## config.mk

```make
export PLATFORM = sky130hd
export DESIGN_NAME = timer_compare_capture_irq
export DESIGN_NICKNAME = d
export VERILOG_FILES = /design/src/core/cc_edge_detect.v /design/src/core/timer_compare_capture_irq.v
export VERILOG_INCLUDE_DIRS = /design/src /design/src/core
export SDC_FILE = /design/constraint.sdc
export NUM_CORES = 1
export LEC_CHECK = 0
export BUFFER_PORTS_ARGS = -buffer_cell sky130_fd_sc_hd__clkbuf_2
export CORE_MARGIN = 1
export CORE_UTILIZATION = 58
export CTS_BUF_LIST = sky130_fd_sc_hd__clkbuf_4 sky130_fd_sc_hd__clkbuf_8 sky130_fd_sc_hd__clkbuf_16
export DETAILED_ROUTE_END_ITERATION = 16
export PLACE_DENSITY = 0.83
export RECOVER_POWER = 100
export SLEW_MARGIN = 10
export SYNTH_ARGS = -nofsm -noshare
export SYNTH_HDL_FRONTEND = slang
export SYNTH_SLANG_ARGS = --single-unit
```

## constraint.sdc

```tcl
create_clock -name sys_clk -period 2.5 [get_ports sys_clk]
set_input_delay 0.375 -clock sys_clk [delete_from_list [all_inputs] [get_ports sys_clk]]
set_output_delay 0.375 -clock sys_clk [all_outputs]
set_load 0.02 [all_outputs]
```

## src/core/timer_cc_consts.vh

```
`ifndef TIMER_CC_CONSTS_VH
`define TIMER_CC_CONSTS_VH

// ************************************
// register byte offsets
// ************************************
`define TCC_OFF_CTRL 8'h00
`define TCC_OFF_ENABLE 8'h04
`define TCC_OFF_PORT 8'h08
`define TCC_OFF_FLAGS 8'h0C
`define TCC_OFF_CH0 8'h10
`define TCC_OFF_CH1 8'h14
`define TCC_OFF_CH2 8'h18
`define TCC_OFF_CH3 8'h1C
`define TCC_OFF_TIMER 8'h20

// ************************************
// field positions
// ************************************
`define TCC_CTRL_EDGE_SEL 0
`define TCC_CTRL_CMP_MODE1 1

// ************************************
// channel mode codes
// ************************************
`define TCC_MODE_OFF 2'h0
`define TCC_MODE_CAP_PIN 2'h1
`define TCC_MODE_COMPARE 2'h2
`define TCC_MODE_CAP_WRITE 2'h3

// ************************************
// reset values
// ************************************
`define TCC_RST_CTRL 2'h0
`define TCC_RST_ENABLE 8'h00
`define TCC_RST_PORT 4'hF
`define TCC_RST_CC 16'h0000

// ************************************
// timing and bus answers
// ************************************
`define TCC_MACH_DIV 12
`define TCC_RESP_OKAY 2'h0
`define TCC_RESP_DECERR 2'h3

`endif

```

## src/core/cc_edge_detect.v

```verilog
`timescale 1ns/1ps
`default_nettype none

// ************************************
// one sample per machine cycle, edge in chosen direction
// ************************************
module cc_edge_detect
(
  input wire sys_clk,
  input wire rst_b,
  input wire sampleEn,
  input wire level,
  input wire riseSel,
  output reg edgeSeen
);

  reg prevLevel;

  // idle level of a pulled-up pin is high; avoids a false edge after reset
  always @(posedge sys_clk or negedge rst_b)
  begin
    if (!rst_b)
    begin
      prevLevel <= 1'b1;
      edgeSeen <= 1'b0;
    end
    else if (sampleEn)
    begin
      prevLevel <= level;
      edgeSeen <= riseSel ? (level & ~prevLevel) : (~level & prevLevel);
    end
    else
    begin
      edgeSeen <= 1'b0;
    end
  end

endmodule // cc_edge_detect

`default_nettype wire

```

## src/core/timer_compare_capture_irq.v

```verilog
// The implementer's own choices: register access over AXI4-Lite and the register addresses.
`timescale 1ns/1ps
`default_nettype none

// How it works
// - compare mode swaps pin for match signal
// - port reads still return pin levels
// - match drives output and sets request flag
// - compare signal high while count equals register
// - shadow transparent while compare signal active
// - reload channel irq edge by select bit
// - channels one to three irq on rise
// - enabling compare on high pin sets flag only on reload channel with fall select
// - capture latches full 16-bit timer value
// - channels one to three capture rising
// - reload channel capture edge by select
// - sample inputs once per machine cycle
// - pin capture lands next machine cycle
// - pin capture edge sets request flag
// - low byte write triggers capture
// - write capture lands next machine cycle
// - write capture raises no request
// - capture mode chosen per channel
// - two-bit mode field per channel
// - compare match moves shadow to output
`include "timer_cc_consts.vh"

module timer_compare_capture_irq #(
  parameter MACH_DIV = `TCC_MACH_DIV
)
(
  input wire sys_clk,
  input wire rst_b,
  input wire [7:0] s_axi_awaddr,
  input wire s_axi_awvalid,
  output reg s_axi_awready,
  input wire [31:0] s_axi_wdata,
  input wire [3:0] s_axi_wstrb,
  input wire s_axi_wvalid,
  output reg s_axi_wready,
  output reg [1:0] s_axi_bresp,
  output reg s_axi_bvalid,
  input wire s_axi_bready,
  input wire [7:0] s_axi_araddr,
  input wire s_axi_arvalid,
  output reg s_axi_arready,
  output reg [31:0] s_axi_rdata,
  output reg [1:0] s_axi_rresp,
  output reg s_axi_rvalid,
  input wire s_axi_rready,
  input wire [15:0] timerValue,
  input wire [3:0] pinIn,
  output reg [3:0] pinOut,
  output reg [3:0] pinOe,
  output reg [3:0] compareSignal,
  output reg [3:0] irqFlag
);

  // ************************************
  // machine cycle divider
  // ************************************
  reg [7:0] machCnt;
  reg machEn;

  always @(posedge sys_clk or negedge rst_b)
  begin
    if (!rst_b)
    begin
      machCnt <= 8'h00;
      machEn <= 1'b0;
    end
    else if (machCnt == MACH_DIV[7:0] - 8'h01)
    begin
      machCnt <= 8'h00;
      machEn <= 1'b1;
    end
    else
    begin
      machCnt <= machCnt + 8'h01;
      machEn <= 1'b0;
    end
  end

  // ************************************
  // pin synchroniser
  // ************************************
  reg [3:0] pinMeta;
  reg [3:0] pinSync;

  always @(posedge sys_clk or negedge rst_b)
  begin
    if (!rst_b)
    begin
      pinMeta <= 4'hF;
      pinSync <= 4'hF;
    end
    else
    begin
      pinMeta <= pinIn;
      pinSync <= pinMeta;
    end
  end

  // ************************************
  // control state
  // ************************************
  reg edgeSelect;
  reg cmpMode1;
  reg [7:0] ccEnable;
  reg [3:0] shadowLatch;
  reg [3:0] outLatch;
  reg [15:0] ccReg [0:3];
  reg [3:0] capPending;

  wire [1:0] chMode [0:3];
  wire [3:0] compareOn;
  wire [3:0] irqSource;
  wire [3:0] riseSel;
  wire [3:0] srcEdge;

  genvar g;
  generate
    for (g = 0; g < 4; g = g + 1)
    begin : chan
      assign chMode[g] = ccEnable[2 * g + 1:2 * g];
      assign compareOn[g] = (chMode[g] == `TCC_MODE_COMPARE);
      // pin is cut off from the irq path in compare mode
      assign irqSource[g] = compareOn[g] ? compareSignal[g] : pinSync[g];
      if (g == 0)
      begin : rld
        assign riseSel[g] = edgeSelect;
      end
      else
      begin : ccx
        assign riseSel[g] = 1'b1;
      end
      // source swap from a high pin to an idle match is seen as a fall
      cc_edge_detect u_edge (
        .sys_clk(sys_clk),
        .rst_b(rst_b),
        .sampleEn(machEn),
        .level(irqSource[g]),
        .riseSel(riseSel[g]),
        .edgeSeen(srcEdge[g])
      );
    end
  endgenerate

  // ************************************
  // bus write channel
  // ************************************
  reg awHeld;
  reg wHeld;
  reg [7:0] wrAddr;
  reg [31:0] wrData;
  reg [3:0] wrStrb;

  wire wrFire = awHeld & wHeld & ~s_axi_bvalid;
  wire wrCtrl = wrFire & (wrAddr == `TCC_OFF_CTRL);
  wire wrEnable = wrFire & (wrAddr == `TCC_OFF_ENABLE);
  wire wrPort = wrFire & (wrAddr == `TCC_OFF_PORT);
  wire wrFlags = wrFire & (wrAddr == `TCC_OFF_FLAGS);
  wire wrMapped = (wrAddr <= `TCC_OFF_CH3) & (wrAddr[1:0] == 2'h0);

  always @(posedge sys_clk or negedge rst_b)
  begin
    if (!rst_b)
    begin
      awHeld <= 1'b0;
      wHeld <= 1'b0;
      wrAddr <= 8'h00;
      wrData <= 32'h0000_0000;
      wrStrb <= 4'h0;
      s_axi_awready <= 1'b1;
      s_axi_wready <= 1'b1;
      s_axi_bvalid <= 1'b0;
      s_axi_bresp <= `TCC_RESP_OKAY;
    end
    else
    begin
      if (s_axi_awvalid & s_axi_awready)
      begin
        awHeld <= 1'b1;
        wrAddr <= s_axi_awaddr;
        s_axi_awready <= 1'b0;
      end
      if (s_axi_wvalid & s_axi_wready)
      begin
        wHeld <= 1'b1;
        wrData <= s_axi_wdata;
        wrStrb <= s_axi_wstrb;
        s_axi_wready <= 1'b0;
      end
      if (wrFire)
      begin
        awHeld <= 1'b0;
        wHeld <= 1'b0;
        s_axi_awready <= 1'b1;
        s_axi_wready <= 1'b1;
        s_axi_bvalid <= 1'b1;
        s_axi_bresp <= wrMapped ? `TCC_RESP_OKAY : `TCC_RESP_DECERR;
      end
      else if (s_axi_bvalid & s_axi_bready)
      begin
        s_axi_bvalid <= 1'b0;
      end
    end
  end

  // ************************************
  // control, enable and port registers
  // ************************************
  reg [3:0] next_shadow;

  always @*
  begin
    next_shadow = shadowLatch;
    if (wrPort & wrStrb[0])
    begin
      next_shadow = wrData[3:0];
    end
  end

  always @(posedge sys_clk or negedge rst_b)
  begin
    if (!rst_b)
    begin
      {cmpMode1, edgeSelect} <= `TCC_RST_CTRL;
      ccEnable <= `TCC_RST_ENABLE;
      shadowLatch <= `TCC_RST_PORT;
    end
    else
    begin
      if (wrCtrl & wrStrb[0])
      begin
        edgeSelect <= wrData[`TCC_CTRL_EDGE_SEL];
        cmpMode1 <= wrData[`TCC_CTRL_CMP_MODE1];
      end
      if (wrEnable & wrStrb[0])
      begin
        ccEnable <= wrData[7:0];
      end
      shadowLatch <= next_shadow;
    end
  end

  // ************************************
  // compare signal and output latches
  // ************************************
  integer i;

  always @(posedge sys_clk or negedge rst_b)
  begin
    if (!rst_b)
    begin
      compareSignal <= 4'h0;
      outLatch <= `TCC_RST_PORT;
      pinOut <= `TCC_RST_PORT;
      pinOe <= 4'h0;
    end
    else
    begin
      for (i = 0; i < 4; i = i + 1)
      begin
        compareSignal[i] <= compareOn[i] & (timerValue == ccReg[i]);
        // with compare mode and cmpMode1, shadow only reaches the pin on a match, and follows it while active
        if (!(compareOn[i] & cmpMode1) | compareSignal[i])
        begin
          outLatch[i] <= next_shadow[i];
        end
        pinOut[i] <= outLatch[i];
        // quasi-bidirectional: outside compare mode a latch of one leaves the pin to the outside
        pinOe[i] <= compareOn[i] | ~outLatch[i];
      end
    end
  end

  // ************************************
  // request flags, set wins over clear
  // ************************************
  always @(posedge sys_clk or negedge rst_b)
  begin
    if (!rst_b)
    begin
      irqFlag <= 4'h0;
    end
    else
    begin
      // only source edges set flags, so write captures stay silent
      irqFlag <= (irqFlag & ~((wrFlags & wrStrb[0]) ? wrData[3:0] : 4'h0)) | srcEdge;
    end
  end

  // ************************************
  // capture and channel registers
  // ************************************
  reg [3:0] capTrigger;
  reg [3:0] wrChan;
  // each process walks its own index so none shares a driver
  integer j;
  integer k;

  always @*
  begin
    for (j = 0; j < 4; j = j + 1)
    begin
      wrChan[j] = wrFire & (wrAddr == (`TCC_OFF_CH0 + j[5:0] * 6'h04));
      capTrigger[j] = ((ccEnable[2 * j +: 2] == `TCC_MODE_CAP_PIN) & srcEdge[j])
        | ((ccEnable[2 * j +: 2] == `TCC_MODE_CAP_WRITE) & wrChan[j] & wrStrb[0]);
    end
  end

  always @(posedge sys_clk or negedge rst_b)
  begin
    if (!rst_b)
    begin
      capPending <= 4'h0;
      for (k = 0; k < 4; k = k + 1)
      begin
        ccReg[k] <= `TCC_RST_CC;
      end
    end
    else
    begin
      for (k = 0; k < 4; k = k + 1)
      begin
        capPending[k] <= capTrigger[k] | (capPending[k] & ~machEn);
        if (capPending[k] & machEn)
        begin
          ccReg[k] <= timerValue;
        end
        else if (wrChan[k])
        begin
          if (wrStrb[0])
          begin
            ccReg[k][7:0] <= wrData[7:0];
          end
          if (wrStrb[1])
          begin
            ccReg[k][15:8] <= wrData[15:8];
          end
        end
      end
    end
  end

  // ************************************
  // bus read channel
  // ************************************
  reg [31:0] rdValue;
  reg rdHit;

  always @*
  begin
    rdValue = 32'h0000_0000;
    rdHit = 1'b1;
    case (s_axi_araddr)
      `TCC_OFF_CTRL: rdValue[1:0] = {cmpMode1, edgeSelect};
      `TCC_OFF_ENABLE: rdValue[7:0] = ccEnable;
      `TCC_OFF_PORT: rdValue[11:0] = {shadowLatch, outLatch, pinSync};
      `TCC_OFF_FLAGS: rdValue[3:0] = irqFlag;
      `TCC_OFF_CH0: rdValue[15:0] = ccReg[0];
      `TCC_OFF_CH1: rdValue[15:0] = ccReg[1];
      `TCC_OFF_CH2: rdValue[15:0] = ccReg[2];
      `TCC_OFF_CH3: rdValue[15:0] = ccReg[3];
      `TCC_OFF_TIMER: rdValue[15:0] = timerValue;
      default: rdHit = 1'b0;
    endcase
  end

  always @(posedge sys_clk or negedge rst_b)
  begin
    if (!rst_b)
    begin
      s_axi_arready <= 1'b1;
      s_axi_rvalid <= 1'b0;
      s_axi_rdata <= 32'h0000_0000;
      s_axi_rresp <= `TCC_RESP_OKAY;
    end
    else if (s_axi_arvalid & s_axi_arready)
    begin
      s_axi_arready <= 1'b0;
      s_axi_rvalid <= 1'b1;
      s_axi_rdata <= rdValue;
      s_axi_rresp <= rdHit ? `TCC_RESP_OKAY : `TCC_RESP_DECERR;
    end
    else if (s_axi_rvalid & s_axi_rready)
    begin
      s_axi_rvalid <= 1'b0;
      s_axi_arready <= 1'b1;
    end
  end

endmodule // timer_compare_capture_irq

`default_nettype wire

```

# ---- After elaboration in Yosys (flattened, before gate mapping)
# Index checks and enable logic that the tools add are counted.
# Widths: inputs -> output; s select.
dict set report op_classes {
  n_addsub 1
  order_cmp 1
  eq_ne 32
  n_mux 45
  bitwise_logic 83
  reduce_logical 32
}
# op count
set op_table {}
lappend op_table {{$mux 16} 8}
lappend op_table {{$eq 16x16->1} 4}
lappend op_table {{$eq 8x5->1 const B} 8}
lappend op_table {{$and 1x1->1} 53}
lappend op_table {{$eq 8x4->1 const B} 5}
lappend op_table {{$reduce_bool 2->1} 16}
lappend op_table {{$pmux 4 s7} 1}
lappend op_table {{$mux 1} 25}
lappend op_table {{$mux 8} 3}
lappend op_table {{$pmux 4 s6} 1}
lappend op_table {{$pmux 4 s5} 1}
lappend op_table {{$pmux 2 s9} 1}
lappend op_table {{$eq 2x2->1 const B} 8}
lappend op_table {{$eq 8x3->1 const B} 2}
lappend op_table {{$logic_not 8->1} 2}
lappend op_table {{$or 1x1->1} 16}
lappend op_table {{$pmux 2 s8} 1}
lappend op_table {{$reduce_and 2->1} 8}
lappend op_table {{$not 1->1} 11}
lappend op_table {{$reduce_or 9->1} 1}
lappend op_table {{$add 8x1->8 const B} 1}
lappend op_table {{$eq 2x1->1 const B} 4}
lappend op_table {{$eq 8x6->1 const B} 1}
lappend op_table {{$le 8x5->1 const B} 1}
lappend op_table {{7 further kinds} 12}
dict set report word_totals {
  reg_bits 180
  in_bits 79
  output_inout_bits 57
  wordCells 240
}

# ---- Logic depth before layout (Yosys ltp)
dict set report logic_depth {
  ltp_word 8
  ltp_mapped 6
  mapped_depth_nobuf 4
}

# ---- Hierarchy
# A second synthesis with hierarchy kept.
dict set report unflattened {
  cells_unflattened 854
  hier_area_um2 9472.8
}
# module instances cells_per_inst area_each_um2
set by_module_without_submodules {}
lappend by_module_without_submodules {timer_compare_capture_irq 1 830 9112.5}
lappend by_module_without_submodules {cc_edge_detect 4 6 90.1}

# ---- Worst setup path after synthesis
# Ideal clock, no wire load.
dict set report synth_path {
  kind {reg2reg}
  startpoint {reg wrAddr[0]}
  endpoint {reg ccReg[40] in the netlist's numbering}
  setup_ns 0.141
  t_arrival_ns 1.855
  t_required_ns 2.359
  setup_slack_ns 0.504
  path_stages_with_launch 7
  path_buffers 2
  period_less_slack_ns 1.996
  cell_sequence {dfrtp_1 -> or4_4 -> buf_6 -> or4_1 -> buf_2 -> o21ai_0 -> a31oi_1}
}
dict set report synth_via {
  elab_chain_cells 4
}
# element line
set synth_lines {}
lappend synth_lines {{start: declaration} timer_compare_capture_irq.v:154} ;# reg [7:0] wrAddr;
lappend synth_lines {{start signal: assignment} timer_compare_capture_irq.v:184} ;# wrAddr <= s_axi_awaddr;
lappend synth_lines {{$eq 8x5->1} timer_compare_capture_irq.v:307} ;# wrChan[j] = wrFire & (wrAddr == (`TCC_OFF_CH0 + j[5:0] * 6'h04));
lappend synth_lines {{$and 1x1->1} timer_compare_capture_irq.v:307}
lappend synth_lines {{$reduce_bool 2->1 (no source line)} --}
lappend synth_lines {{$reduce_and 2->1 (no source line)} --}
lappend synth_lines {{end signal: indexed assignment} timer_compare_capture_irq.v:320} ;# ccReg[k] <= `TCC_RST_CC;
lappend synth_lines {{end signal: indexed assignment} timer_compare_capture_irq.v:330} ;# ccReg[k] <= timerValue;
lappend synth_lines {{end signal: indexed assignment} timer_compare_capture_irq.v:336} ;# ccReg[k][7:0] <= wrData[7:0];
lappend synth_lines {{end: declaration} timer_compare_capture_irq.v:112} ;# reg [15:0] ccReg [0:3];
# No other way between the ends.
# A chain may end at the register's enable or synchronous reset.

# ---- Worst setup path after layout
dict set report layout_path {
  startpoint {reg wrAddr[0]}
  endpoint {reg cmpMode1}
}
dict set report layout_via {
  elab_chain_cells 3
}
# element line
set layout_lines {}
lappend layout_lines {{$logic_not 8->1 (no source line)} --}
lappend layout_lines {{$and 1x1->1} timer_compare_capture_irq.v:159} ;# wire wrCtrl = wrFire & (wrAddr == `TCC_OFF_CTRL);
lappend layout_lines {{$and 1x1->1} timer_compare_capture_irq.v:234} ;# if (wrCtrl & wrStrb[0])
lappend layout_lines {{end signal: assignment} timer_compare_capture_irq.v:228} ;# {cmpMode1, edgeSelect} <= `TCC_RST_CTRL;
lappend layout_lines {{end signal: assignment} timer_compare_capture_irq.v:237} ;# cmpMode1 <= wrData[`TCC_CTRL_CMP_MODE1];
lappend layout_lines {{end: declaration} timer_compare_capture_irq.v:108} ;# reg cmpMode1;
# No other way between the ends.

==> impl_metrics.env <==
export IMPL_dr_pass1_iters=5
export IMPL_slew_headroom=-0.0553
export IMPL_cts_max_path_buffers=2
export IMPL_final_antenna_net_count=0
export IMPL_route_detailed_drc=0
export IMPL_die_area_sq_mm=0.0168
export IMPL_die_h_um=130
export IMPL_timing_final_max_slew_violations=60
export IMPL_post_cts_buffers=0
export IMPL_io_pin_count=136
export IMPL_cts_htree_levels=4
export IMPL_status="finished, violations left"
export IMPL_final_nets=1036
export IMPL_endpoint_kind="flop"
export IMPL_antenna_found_initial=0
export IMPL_worst_pin_slew_ps=1580
export IMPL_synth_edf_count=0
export IMPL_die_w_um=130
export IMPL_worst_ir_drop_vdd_mv=0.730
export IMPL_synthFlopType="dfrtp_1"
export IMPL_syn_inst=871
export IMPL_hold_viol_final=0
export IMPL_grt_pass1_vias=6989
export IMPL_drive_above_1_share=0.250
export IMPL_start_util=0.595
export IMPL_cts_buffers=17
export IMPL_drv_cap=1
export IMPL_core_area_sq_mm=0.0159
export IMPL_clkTransAtPathRegs_ps=70
export IMPL_routed_wl_um=24700
export IMPL_clock_sinks=178
export IMPL_grt_pass1_wl_um=38700
export IMPL_critical_path_class="flop to flop"
export IMPL_start_kind="flop"
export IMPL_ys_warn_count=0
export IMPL_cts_resized=0
export IMPL_cts_tree="built"
export IMPL_grt_max_degree=61
export IMPL_diodes=0
export IMPL_syn_cell_area_sq_mm=0.00946
export IMPL_ys_types=66
export IMPL_min_path_type="input pin to flop"
export IMPL_max_clock_freq_mhz=433
export IMPL_io_buffers=101
export IMPL_routabilityCongestion=0.942
export IMPL_setup_viol=0
export IMPL_fin_crit_sh=0.923
export IMPL_fin_setup_tns_ps=0
export IMPL_ys_seq_area_frac=0.474
export IMPL_rsz0062_at_grt="false"
export IMPL_async_flop_share=1.00
export IMPL_area_sequential_sq_mm=0.00449
export IMPL_grt_util_all_layers=0.312
export IMPL_wl_per_cell_um=20.8
export IMPL_grt_overflow=0
export IMPL_multi_input_area_sq_mm=0.00452
export IMPL_area_growth_pct=12.4
export IMPL_crit_fanout=8
export IMPL_hpwl_um=17700
export IMPL_p_per_area_mw_per_mm2=815
export IMPL_viasPerCell=6.10
export IMPL_post_route_min_period_ps=2310
export IMPL_cts_hold_buf=3
export IMPL_synth_avg_cell_area_sq_um=10.9
export IMPL_critical_path_required_ps=2820
export IMPL_synth_seq_cells=178
export IMPL_violations="capacitance limit, slew limit"
export IMPL_drt_initial_drc_count=615
export IMPL_cts_root_buffer="clkbuf_16"
export IMPL_worstPathArrival_ps=2630
export IMPL_num_vias=7224
export IMPL_skew_ps=10.7
export IMPL_utilization=0.669
export IMPL_fillers=1235
export IMPL_power_leakage_nw=4.39
export IMPL_insertion_delay_ps=440
export IMPL_rows=46
==> registers in the layout, summed over array words and instances (netlist names), 2 cells and up <==
register	flops
ccReg	64
s_axi_rdata	16
wrData	16
ccEnable	8
machCnt	8
wrAddr	8
capPending	4
chan.u_edge.edgeSeen	4
chan.u_edge.prevLevel	4
compareSignal	4
irqFlag	4
outLatch	4
pinMeta	4
pinOe	4
pinOut	4
pinSync	4
shadowLatch	4
wrStrb	2
==> stage by stage <==
step                      setup slack [ps]  hold WS (ps)  std cells  total power (W)  area [sq um]
after floorplan                        504          79.4        886          0.00537          9520
after global placement                 314           346       1150          0.00601         10200
after detailed placement               244           347       1150          0.00611         10200
after CTS                              233          2.70       1185          0.00873         10800
after global routing                  69.4          5.17       1185          0.00905         10600
final                                  192          17.1       1185          0.00866         10600
==> kinds of logic after synthesis <==
group,synth area share
and+or+nand+nor,0.136
other,0.000396
xor gates and xnor gates,0.0648
buffers and inverters,0.0505
DFF,0.474
AOI/OAI and AO/OA,0.0926
muxes,0.180
adders and majority gates,0.00132
==> worst max-delay path, cell delays in order, from the launching register on <==
cell and delay [ps]:
dfrtp_1 390, or4_4 610, nor4_2 430, clkbuf_1 310
nand2_1 150, mux2_2 310
==> cell usage after synthesis, types with 8 or more instances <==
| master | n | area share |
|---|---|---|
| dfrtp_1 | 151 | 0.40 |
| mux4_2 | 8 | 0.019 |
| xor2_1 | 65 | 0.060 |
| buf_4 | 18 | 0.014 |
| dfstp_2 | 27 | 0.075 |
| o21ai_0 | 42 | 0.022 |
| mux2_2 | 94 | 0.11 |
| nor4_1 | 21 | 0.014 |
| inv_1 | 21 | 0.0083 |
| a21oi_1 | 34 | 0.018 |
| a31oi_1 | 19 | 0.013 |
| nand3b_1 | 19 | 0.015 |
| buf_2 | 10 | 0.0053 |
| clkbuf_1 | 44 | 0.017 |
| nand3_1 | 28 | 0.015 |
| mux2i_1 | 45 | 0.048 |
| nand2_1 | 35 | 0.014 |
| nor2_1 | 58 | 0.023 |
| nor2b_1 | 8 | 0.0053 |
| nor3_1 | 17 | 0.0090 |
==> final cells by class <==
cell class,instances,share of cell area
multi-input combinational,606,0.425
sequential,178,0.422
timing repair buffer,132,0.0642
clock buffer,25,0.0507
tap,216,0.0254
inverter,21,0.00742
clock inverter,7,0.00447
==> routing by layer <==
metal | vias to the layer above | track usage | part of all wire
met4 | 0 | 0.153 | 0.036
met1 | 3534 | 0.423 | 0.41
li1 | 3250 | - | -
met3 | 57 | 0.0812 | 0.10
met5 | - | 0 | 0
met2 | 383 | 0.470 | 0.45
==> placed cells by master, fill, tap and decap left out, types with 5 or more instances in the layout <==
cell	count
clkbuf_16	19
dfstp_2	20
clkbuf_2	61
nand2_1	36
nor4_1	21
inv_1	21
nor2b_1	8
o21ai_0	42
a21oi_1	34
nand3b_1	19
mux2_1	5
nand2b_1	6
nand4_1	6
mux2_2	90
nor3_1	17
xor2_1	65
clkbuf_1	48
nand3_1	28
nor2_1	58
nor3b_1	5
mux2i_1	45
a22oi_1	6
a31oi_1	19
mux4_2	8
conb_1	16
dfrtp_1	151
buf_4	17
dfstp_1	7
a221oi_1	7
xnor2_1	5
==> worst paths after layout <==
path | startpoint | end | slack [ps] | cells after the start
max | wrAddr[0] | cmpMode1 | 190 | 5
min | pinIn[3] | pinMeta[3] | 20 | 1
min reg2reg | pinMeta[0] | pinSync[0] | 350 | 0
max in group asynchronous | rst_b | chan[2].u_edge.prevLevel | 380 | 3
max reg2reg | wrAddr[0] | cmpMode1 | 190 | 5
min in group asynchronous | rst_b | s_axi_bresp[0] | 890 | 2
==> where the power goes <==
part           total [W]  internal (W)  switching [W]
registers        0.00416       0.00342       0.000734
clock network    0.00261       0.00150        0.00111
logic            0.00190      0.000895        0.00100
total            0.00866       0.00582        0.00284
Note: power is estimated with default switching activity, not from simulation.
